**config.mk**
```make
export PLATFORM = sky130hd
export DESIGN_NAME = bil_boot_loader
export DESIGN_NICKNAME = d
export VERILOG_FILES = /design/src/rtl/bil_pkg.sv /design/src/rtl/bil_byte_if.sv /design/src/rtl/bil_boot_loader.sv /design/src/rtl/bil_crc.sv /design/src/rtl/bil_flash_rd.sv
export SDC_FILE = /design/constraint.sdc
export NUM_CORES = 1
export LEC_CHECK = 0
export BUFFER_PORTS_ARGS = -buffer_cell sky130_fd_sc_hd__buf_2
export CORE_MARGIN = 3
export CORE_UTILIZATION = 50
export CTS_BUF_LIST = sky130_fd_sc_hd__clkbuf_4 sky130_fd_sc_hd__clkbuf_8
export DETAILED_ROUTE_END_ITERATION = 8
export HOLD_SLACK_MARGIN = 0.15
export PLACE_DENSITY = 0.76
export SLEW_MARGIN = 10
export SYNTH_ARGS = -nofsm -noshare
export SYNTH_HDL_FRONTEND = slang
export SYNTH_HIERARCHICAL = 1
export SYNTH_SLANG_ARGS = --single-unit
```
**constraint.sdc**
```tcl
create_clock -name clk -period 10.65 [get_ports clk]
set_clock_uncertainty 0.15 [all_clocks]
set_input_delay 1.065 -clock clk [delete_from_list [all_inputs] [get_ports clk]]
set_output_delay 1.065 -clock clk [all_outputs]
set_load 0.1 [all_outputs]
```
**src/rtl/bil_pkg.sv**
```systemverilog
// constants shared by the boot image loader files
package bil_pkg;
  localparam int CLK_MHZ = 125;               // core clock rate
  localparam int BOOT_DLY_NS = 15000;         // least wait before boot, ns
  localparam int DLY_CYC = (BOOT_DLY_NS * CLK_MHZ + 999) / 1000; // rounded up
  localparam int DLY_W = 12;                  // width of the wait counter
  localparam int SEC_BOOT_BIT = 5;            // secure-boot bit position
  localparam logic [31:0] SEC_RST = 32'h0000_0000;   // security reg at reset
  localparam logic [31:0] BYPASS_WORD = 32'h0d15_ab1e; // skip-check marker
  localparam logic [31:0] CRC_POLY = 32'hedb8_8320;   // reflected polynomial
  localparam logic [31:0] CRC_PRESET = 32'hffff_ffff; // accumulator preset
  localparam logic [10:0] OTP_IMG_BASE = 11'h000;     // image start row
  localparam logic [10:0] OTP_SEC_ADDR = 11'h7ff;     // security word row
  localparam logic [7:0] SPI_READ_CMD = 8'h03;        // serial read command
  localparam logic [23:0] FLASH_START = 24'h00_0000;  // first flash address
  localparam int SPI_HALF = 4;                // clocks per half serial clock
endpackage

```
**src/rtl/bil_byte_if.sv**
```systemverilog
// byte stream carrier between the flash reader and the loader
`timescale 1ns/10ps
`default_nettype none
interface bil_byte_if;
  logic en;        // loader wants bytes
  logic vld;       // one-cycle byte strobe
  logic [7:0] dat; // byte, held until the next strobe
  modport src (input en, output vld, output dat);
  modport snk (output en, input vld, input dat);
endinterface
`default_nettype wire

```
**src/rtl/bil_boot_loader.sv**
```systemverilog
// boot sequencer: reset hold, source select, image load, check, start
//
// Contract
// - stay in reset while reset pin low
// - pull-downs on all pins during reset
// - wait 15 us after release before booting
// - secure-boot bit 5 set: boot from OTP
// - secure-boot bit clear: boot from flash
// - flash reached through tile 0 ports
// - image: size word, s*4 bytes, check word
// - size and check words least byte first
// - program bytes written from lowest RAM address
// - execution starts at lowest RAM address
// - bypass marker skips the checksum test
// - checksum covers size word and program bytes
// - reflected CRC-32, lsb first
// - accumulator preset to all ones
// - inverted accumulator compared to check word
// - secure boot reads OTP from address 0
// - security word fetched from OTP first
`timescale 1ns/10ps
`default_nettype none
module bil_boot_loader #(
  parameter int AW = 16 // ram word address width
) (
  input wire logic clk,
  input wire logic rst,
  input wire logic rst_pin_n,
  output logic otp_rd,
  output logic [10:0] otp_addr,
  input wire logic [31:0] otp_rdata,
  input wire logic otp_rvalid,
  output logic flash_sck,
  output logic flash_cs_n,
  output logic flash_mosi,
  input wire logic flash_miso,
  output logic ram_we,
  output logic [AW-1:0] ram_addr,
  output logic [31:0] ram_wdata,
  output logic gpio_pd_en,
  output logic core_run,
  output logic [AW-1:0] run_addr,
  output logic boot_err,
  output logic boot_src_otp
);
  typedef enum logic [8:0] {
    ST_HOLD = 9'h001,
    ST_DELAY = 9'h002,
    ST_SEC = 9'h004,
    ST_SIZE = 9'h008,
    ST_PROG = 9'h010,
    ST_CHECK = 9'h020,
    ST_VERIFY = 9'h040,
    ST_RUN = 9'h080,
    ST_ERR = 9'h100
  } bil_state_t;

  localparam logic [AW-1:0] RUN_ADDR = '0; // lowest ram word

  bil_state_t st_r;        // sequencer state
  bil_state_t st_nxt;      // next state
  logic rs1_r, rs2_r;      // reset pin synchroniser
  logic [bil_pkg::DLY_W-1:0] dly_r; // boot wait counter
  logic [31:0] sec_r;      // security register copy
  logic busy_r;            // otp read outstanding
  logic [10:0] oaddr_r;    // otp row to read next
  logic [31:0] ow_r;       // otp word being unpacked
  logic [1:0] oidx_r;      // byte index in otp word
  logic ohave_r;           // otp word has bytes left
  logic [1:0] bcnt_r;      // bytes of current word
  logic [31:0] asm_r;      // word assembly
  logic [31:0] left_r;     // program words remaining
  logic [31:0] chk_r;      // received check word
  logic [AW-1:0] widx_r;   // next ram word
  logic we_r;              // ram write strobe
  logic [AW-1:0] wa_r;     // ram write address
  logic [31:0] wd_r;       // ram write data
  logic [31:0] crc_q;      // running accumulator

  bil_byte_if bs ();

  // flash on the tile 0 serial ports
  bil_flash_rd u_flash (
    .clk(clk),
    .rst(rst),
    .bs(bs.src),
    .sck(flash_sck),
    .cs_n(flash_cs_n),
    .mosi(flash_mosi),
    .miso_pin(flash_miso)
  );

  // decode and byte source selection
  wire logic pin_low = !rs2_r;
  wire logic sec_boot = sec_r[bil_pkg::SEC_BOOT_BIT];
  wire logic ld = (st_r == ST_SIZE) || (st_r == ST_PROG) || (st_r == ST_CHECK);
  wire logic rd_go = !busy_r && ((st_r == ST_SEC) || (ld && sec_boot && !ohave_r));
  wire logic otp_byte = ld && sec_boot && ohave_r;
  wire logic b_vld = sec_boot ? otp_byte : (ld && bs.vld);
  wire logic [7:0] b_dat = sec_boot ? ow_r[{oidx_r, 3'h0} +: 8] : bs.dat;
  wire logic [31:0] asm_nxt = {b_dat, asm_r[31:8]};
  wire logic word_done = b_vld && (bcnt_r == 2'h3);
  wire logic crc_upd = b_vld && ((st_r == ST_SIZE) || (st_r == ST_PROG));
  wire logic bypass = (chk_r == bil_pkg::BYPASS_WORD);
  wire logic crc_ok = (~crc_q == chk_r);

  assign bs.en = ld && !sec_boot;

  bil_crc u_crc (
    .clk(clk),
    .rst(rst),
    .init(st_r == ST_DELAY),
    .upd(crc_upd),
    .dat(b_dat),
    .crc(crc_q)
  );

  // reset pin passes two flops before use
  always_ff @(posedge clk or posedge rst) begin
    if (rst) begin
      rs1_r <= 1'b0;
      rs2_r <= 1'b0;
    end else begin
      rs1_r <= rst_pin_n;
      rs2_r <= rs1_r;
    end
  end

  // next state
  always_comb begin
    st_nxt = st_r;
    unique case (st_r)
      ST_HOLD: begin
        st_nxt = ST_DELAY;
      end
      ST_DELAY: begin
        if (dly_r == bil_pkg::DLY_W'(bil_pkg::DLY_CYC - 1)) begin
          st_nxt = ST_SEC;
        end
      end
      ST_SEC: begin
        if (otp_rvalid) begin
          st_nxt = ST_SIZE;
        end
      end
      ST_SIZE: begin
        if (word_done) begin
          st_nxt = (asm_nxt == 32'h0) ? ST_CHECK : ST_PROG;
        end
      end
      ST_PROG: begin
        if (word_done && left_r == 32'h1) begin
          st_nxt = ST_CHECK;
        end
      end
      ST_CHECK: begin
        if (word_done) begin
          st_nxt = ST_VERIFY;
        end
      end
      ST_VERIFY: begin
        st_nxt = (bypass || crc_ok) ? ST_RUN : ST_ERR;
      end
      ST_RUN: begin
        st_nxt = ST_RUN;
      end
      ST_ERR: begin
        st_nxt = ST_ERR;
      end
      default: begin
        st_nxt = ST_HOLD;
      end
    endcase
    if (pin_low) begin
      st_nxt = ST_HOLD;
    end
  end

  // state and boot wait
  always_ff @(posedge clk or posedge rst) begin
    if (rst) begin
      st_r <= ST_HOLD;
      dly_r <= '0;
    end else begin
      st_r <= st_nxt;
      dly_r <= (st_r == ST_DELAY) ? dly_r + bil_pkg::DLY_W'(1) : '0;
    end
  end

  // otp reads: security word first, then image rows
  always_ff @(posedge clk or posedge rst) begin
    if (rst) begin
      busy_r <= 1'b0;
      oaddr_r <= bil_pkg::OTP_SEC_ADDR;
      sec_r <= bil_pkg::SEC_RST;
      ow_r <= 32'h0;
      oidx_r <= 2'h0;
      ohave_r <= 1'b0;
    end else if (st_r == ST_HOLD) begin
      busy_r <= 1'b0;
      oaddr_r <= bil_pkg::OTP_SEC_ADDR;
      ohave_r <= 1'b0;
    end else begin
      if (rd_go) begin
        busy_r <= 1'b1;
      end else if (otp_rvalid) begin
        busy_r <= 1'b0;
      end
      if (otp_rvalid && st_r == ST_SEC) begin
        sec_r <= otp_rdata;
        oaddr_r <= bil_pkg::OTP_IMG_BASE;
      end else if (otp_rvalid && ld) begin
        ow_r <= otp_rdata;
        oidx_r <= 2'h0;
        ohave_r <= 1'b1;
        oaddr_r <= oaddr_r + 11'h1;
      end else if (otp_byte) begin
        oidx_r <= oidx_r + 2'h1; // low byte first
        ohave_r <= (oidx_r != 2'h3);
      end
    end
  end

  // word assembly, size, program writes and check word
  always_ff @(posedge clk or posedge rst) begin
    if (rst) begin
      bcnt_r <= 2'h0;
      asm_r <= 32'h0;
      left_r <= 32'h0;
      chk_r <= 32'h0;
      widx_r <= '0;
      we_r <= 1'b0;
      wa_r <= '0;
      wd_r <= 32'h0;
    end else begin
      we_r <= 1'b0;
      if (st_r == ST_HOLD) begin
        bcnt_r <= 2'h0;
        widx_r <= RUN_ADDR;
      end else if (b_vld) begin
        bcnt_r <= bcnt_r + 2'h1;
        asm_r <= asm_nxt;
        if (word_done && st_r == ST_SIZE) begin
          left_r <= asm_nxt;
        end
        if (word_done && st_r == ST_PROG) begin
          we_r <= 1'b1;
          wa_r <= widx_r;
          wd_r <= asm_nxt;
          widx_r <= widx_r + AW'(1);
          left_r <= left_r - 32'h1;
        end
        if (word_done && st_r == ST_CHECK) begin
          chk_r <= asm_nxt;
        end
      end
    end
  end

  assign otp_rd = rd_go;
  assign otp_addr = oaddr_r;
  assign ram_we = we_r;
  assign ram_addr = wa_r;
  assign ram_wdata = wd_r;
  assign gpio_pd_en = (st_r == ST_HOLD);
  assign core_run = (st_r == ST_RUN);
  assign run_addr = RUN_ADDR;
  assign boot_err = (st_r == ST_ERR);
  assign boot_src_otp = sec_boot;
endmodule
`default_nettype wire

```
**src/rtl/bil_crc.sv**
```systemverilog
// byte-wide reflected crc accumulator
`timescale 1ns/10ps
`default_nettype none
module bil_crc (
  input wire logic clk,
  input wire logic rst,
  input wire logic init,
  input wire logic upd,
  input wire logic [7:0] dat,
  output logic [31:0] crc
);
  // eight lsb-first steps of the reflected polynomial
  function automatic logic [31:0] bil_step(input logic [31:0] c, input logic [7:0] d);
    logic [31:0] r;
    r = c;
    for (int i = 0; i < 8; i++) begin
      r = (r >> 1) ^ (bil_pkg::CRC_POLY & {32{r[0] ^ d[i]}});
    end
    return r;
  endfunction

  logic [31:0] crc_r; // running accumulator
  wire logic [31:0] crc_nxt = bil_step(crc_r, dat);

  // preset, then fold in each accepted byte
  always_ff @(posedge clk or posedge rst) begin
    if (rst) begin
      crc_r <= bil_pkg::CRC_PRESET;
    end else if (init) begin
      crc_r <= bil_pkg::CRC_PRESET;
    end else if (upd) begin
      crc_r <= crc_nxt;
    end
  end
  assign crc = crc_r;
endmodule
`default_nettype wire

```
**src/rtl/bil_flash_rd.sv**
```systemverilog
// serial flash reader: read command at address zero, then byte stream
`timescale 1ns/10ps
`default_nettype none
module bil_flash_rd #(
  parameter int HALF = bil_pkg::SPI_HALF
) (
  input wire logic clk,
  input wire logic rst,
  bil_byte_if.src bs,
  output logic sck,
  output logic cs_n,
  output logic mosi,
  input wire logic miso_pin
);
  typedef enum logic [2:0] {FL_IDLE = 3'h1, FL_CMD = 3'h2, FL_DATA = 3'h4} bil_fl_t;
  bil_fl_t st_r;          // reader state
  logic [7:0] div_r;      // half-period divider
  logic sck_r;            // serial clock level
  logic [31:0] sh_r;      // command and address shifter
  logic [4:0] bit_r;      // rising edges in current phase
  logic [6:0] rx_r;       // bits of the byte in flight
  logic [7:0] dat_r;      // last complete byte
  logic vld_r;            // byte strobe
  logic m1_r, m2_r;       // miso synchroniser

  wire logic tick = (div_r == 8'(HALF - 1));
  wire logic rise = tick && !sck_r && (st_r != FL_IDLE);
  wire logic fall = tick && sck_r;

  // two flops before the data pin is read
  always_ff @(posedge clk or posedge rst) begin
    if (rst) begin
      m1_r <= 1'b0;
      m2_r <= 1'b0;
    end else begin
      m1_r <= miso_pin;
      m2_r <= m1_r;
    end
  end

  // divider and clock level
  always_ff @(posedge clk or posedge rst) begin
    if (rst) begin
      div_r <= 8'h00;
      sck_r <= 1'b0;
    end else if (st_r == FL_IDLE || !bs.en) begin
      div_r <= 8'h00;
      sck_r <= 1'b0;
    end else begin
      div_r <= tick ? 8'h00 : div_r + 8'h01;
      if (tick) begin
        sck_r <= !sck_r;
      end
    end
  end

  // sequence: command out on falling edges, data in on rising edges
  always_ff @(posedge clk or posedge rst) begin
    if (rst) begin
      st_r <= FL_IDLE;
      sh_r <= 32'h0000_0000;
      bit_r <= 5'h00;
      rx_r <= 7'h00;
      dat_r <= 8'h00;
      vld_r <= 1'b0;
    end else begin
      vld_r <= 1'b0;
      if (!bs.en) begin
        st_r <= FL_IDLE; // frame ends when the loader stops asking
      end else if (st_r == FL_IDLE) begin
        st_r <= FL_CMD;
        sh_r <= {bil_pkg::SPI_READ_CMD, bil_pkg::FLASH_START};
        bit_r <= 5'h00;
      end else if (rise) begin
        bit_r <= bit_r + 5'h01;
        rx_r <= {rx_r[5:0], m2_r};
        if (st_r == FL_CMD && bit_r == 5'h1f) begin
          st_r <= FL_DATA;
          bit_r <= 5'h00;
        end else if (st_r == FL_DATA && bit_r[2:0] == 3'h7) begin
          dat_r <= {rx_r[6:0], m2_r}; // msb first on the wire
          vld_r <= 1'b1;
        end
      end else if (fall && st_r == FL_CMD) begin
        sh_r <= {sh_r[30:0], 1'b0};
      end
    end
  end

  assign sck = sck_r;
  assign cs_n = (st_r == FL_IDLE);
  assign mosi = sh_r[31];
  assign bs.vld = vld_r;
  assign bs.dat = dat_r;
endmodule
`default_nettype wire

```
==> flow_summary.toml <==
[logic_synthesis]
synth_warnings = 6
synth_edf_count = 0
async_flop_share = 1.00
synth_top_area_frac = 0.427
synth-seq-area-share = 0.506
ys_seq_elements = 301
syn_avg_cell_area_um2 = 9.77
synth_flop_cell = "dfrtp_1"
yosysUniqueCellTypes = 87
synthTopCellsByArea = "dfrtp_1, dfstp_2, nand2_1, xor2_1, mux2_2"
yosysTopAreaCell = "dfrtp_1"
syn-cell-area_um2 = 15000
synthCells = 1534

[run]
maxCapViolCount = 0

[grt]
grtUsageTotal = 0.223
grt_use_met2 = 0.349
use_met3 = 0.0447
grt_start_max_net_pins = 147
grt_most_used_layer = "met2"
grt_pass1_wl_mm = 57.9
grt_pass1_vias = 11100
grt_util_met1 = 0.320
grt_overflow_total = 0
antenna_found_initial = 0

[place]
pre_cts_slack_ns = 6.50
gp_congestion = 0.900
io_buffer_count = 104
hpwlAfterDp_mm = 23.9

[power]
cellPowerDensity_nw_per_um2 = 162
p_leak_nw = 8.16
peakVddDrop_mv = 0.0917
power.total_mw = 2.74

[cts]
h-tree-depth = 2
holdBufCountCts = 0
post_cts_buffers = 0
cts_resized = 0
cts.sinks = 301
cts_root_buffer = "clkbuf_8"
clk_path_buf_depth = 3
cts_tree = "yes"
clk_pin_slew_ns = 0.07
clk_latency_ns = 0.56
cts_buffers = 49

[final_layout]
fillers = 2449
drive_gt1_frac = 0.218
num_antenna_cells = 0
area_delta_synth_final_pct = 12.5
layout.nets = 1681

[die]
die_y_um = 179
initial_core_util = 0.515
die_w_um = 179
rows = 62
design.die.area_um2 = 32100
io_pins = 121
core-area_um2 = 29100

[detailed_routing]
wl_per_cell_um = 17.3
first_pass_iters = 5
vias = 11600
drtAntennaViolNets = 0
drt_iter0_drc = 1112
drcViolationCount = 0
viasPerCell = 5.63
finalWirelength_mm = 35.4

[timing]
hold_viol = 0
slew-limit-headroom = 0.231
holdWs_ns = 0.193
setup_viol = 0
finalCritPeriodShare = 0.446
tightest_slew_ns = 1.15
fin_tns_setup_ns = 0
timing.fmax_ghz = 0.211
min_period_ns = 4.75
fin_ws_ns = 5.90
rsz0062_at_grt = "false"
slew_viol_final = 0

[setup_path]
cp_max_fo = 21
worstPathArrival_ns = 3.53
startpoint_type = "flip-flop"
criticalPathCategory = "reg -> out"
cp-end-kind = "primary output"
worstPathRequired_ns = 9.44

[status]
status = "finished, final reports clean"

[hold_path]
min_path_type = "reg -> reg"
==> report_power, final <==
| part | switching [mW] | internal (mW) |
|---|---|---|
| clock | 0.465 | 0.654 |
| sequential | 0.0439 | 1.19 |
| combinational | 0.252 | 0.134 |
==> sequential cells by signal, indices dropped and copies added (netlist names), 3 cells and up <==
signal	count
asm_r	24
chk_r	32
dly_r	12
left_r	32
otp_addr	11
ow_r	32
ram_addr	16
ram_wdata	32
st_r	9
u_crc/crc	32
u_flash/bit_r	5
u_flash/bs.dat	8
u_flash/div_r	8
u_flash/rx_r	7
u_flash/sh_r	8
u_flash/st_r	3
widx_r	16
==> layer usage <==
layer	up-vias	wire [um]
li1	5434	-
met1	5665	16000
met2	398	16300
met3	61	2480
met4	0	687
met5	-	0
==> critical path, stage by stage (launching register included) <==
cell and delay (ns):
dfrtp_1 0.45, nor3_2 0.47, nand4b_1 0.66, inv_1 0.83, buf_2 0.56
==> worst paths after layout <==
| check | slack, ns | startpoint | to | depth (start not counted) |
|---|---|---|---|---|
| max | 5.90 | st_r[7] | gpio_pd_en | 4 |
| min | 0.19 | rs1_r | rs2_r | 0 |
| max reg2reg | 6.94 | st_r[7] | left_r[0] | 7 |
| min reg2reg | 0.19 | rs1_r | rs2_r | 0 |
| max in group asynchronous | 8.07 | rst | asm_r[20] | 3 |
| min in group asynchronous | 0.52 | rst | u_flash/div_r[4] | 3 |
==> cell usage in the layout, fill, tap and decap left out, types with 16 or more instances in the layout <==
cell type	Yosys	layout
xor2_1	77	77
dfstp_2	45	45
nor3_1	38	37
inv_1	34	32
nand3_1	33	33
mux2_2	57	57
a21oi_1	95	95
clkbuf_8	0	60
nor4_1	19	19
conb_1	1	16
o21ai_0	85	85
dfrtp_1	256	256
nand2_1	291	291
mux2i_1	17	17
buf_2	18	104
xnor2_1	42	42
nand4_1	25	25
nor2_1	115	113
==> final cells by class <==
cell class | instances | area (um^2) | share of cell area
inverters | 35 | 139 | 0.00824
well taps | 384 | 480 | 0.0285
clock inverters | 14 | 180 | 0.0107
repair buffers | 117 | 618 | 0.0367
clock buffers | 73 | 923 | 0.0548
multi-input cells | 1128 | 6930 | 0.411
flip-flops and latches | 301 | 7590 | 0.450
==> cell usage after synthesis (18+ instances only) <==
cell type  count
nand2_1      291
inv_1         34
nand3_1       33
nor4_1        19
dfrtp_1      256
mux2_2        57
xnor2_1       42
a21oi_1       95
dfstp_2       45
xor2_1        77
buf_2         18
nand4_1       25
nor3_1        38
clkbuf_1      39
nor2_1       115
o21ai_0       85
==> through the flow <==
step | std cells | utilization | area (um^2)
2_1_floorplan | 1549 | - | 15000
3_3_place_gp | 1965 | 0.542 | 15800
3_5_place_dp | 1965 | 0.542 | 15800
4_1_cts | 2052 | 0.580 | 16900
5_1_grt | 2052 | 0.580 | 16900
6_report | 2052 | 0.580 | 16900
==> logic make-up after synthesis <==
| logic type | synth area share |
|---|---|
| AND/OR/NAND/NOR | 0.204 |
| flip-flops | 0.506 |
| other | 0.000250 |
| XOR/XNOR | 0.0862 |
| multiplexers | 0.0549 |
| AO/OA/AOI/OAI | 0.101 |
| adder cells (fa/ha/maj) | 0.0100 |
| buffers and inverters | 0.0369 |
Power figures use the tool's default switching activity.
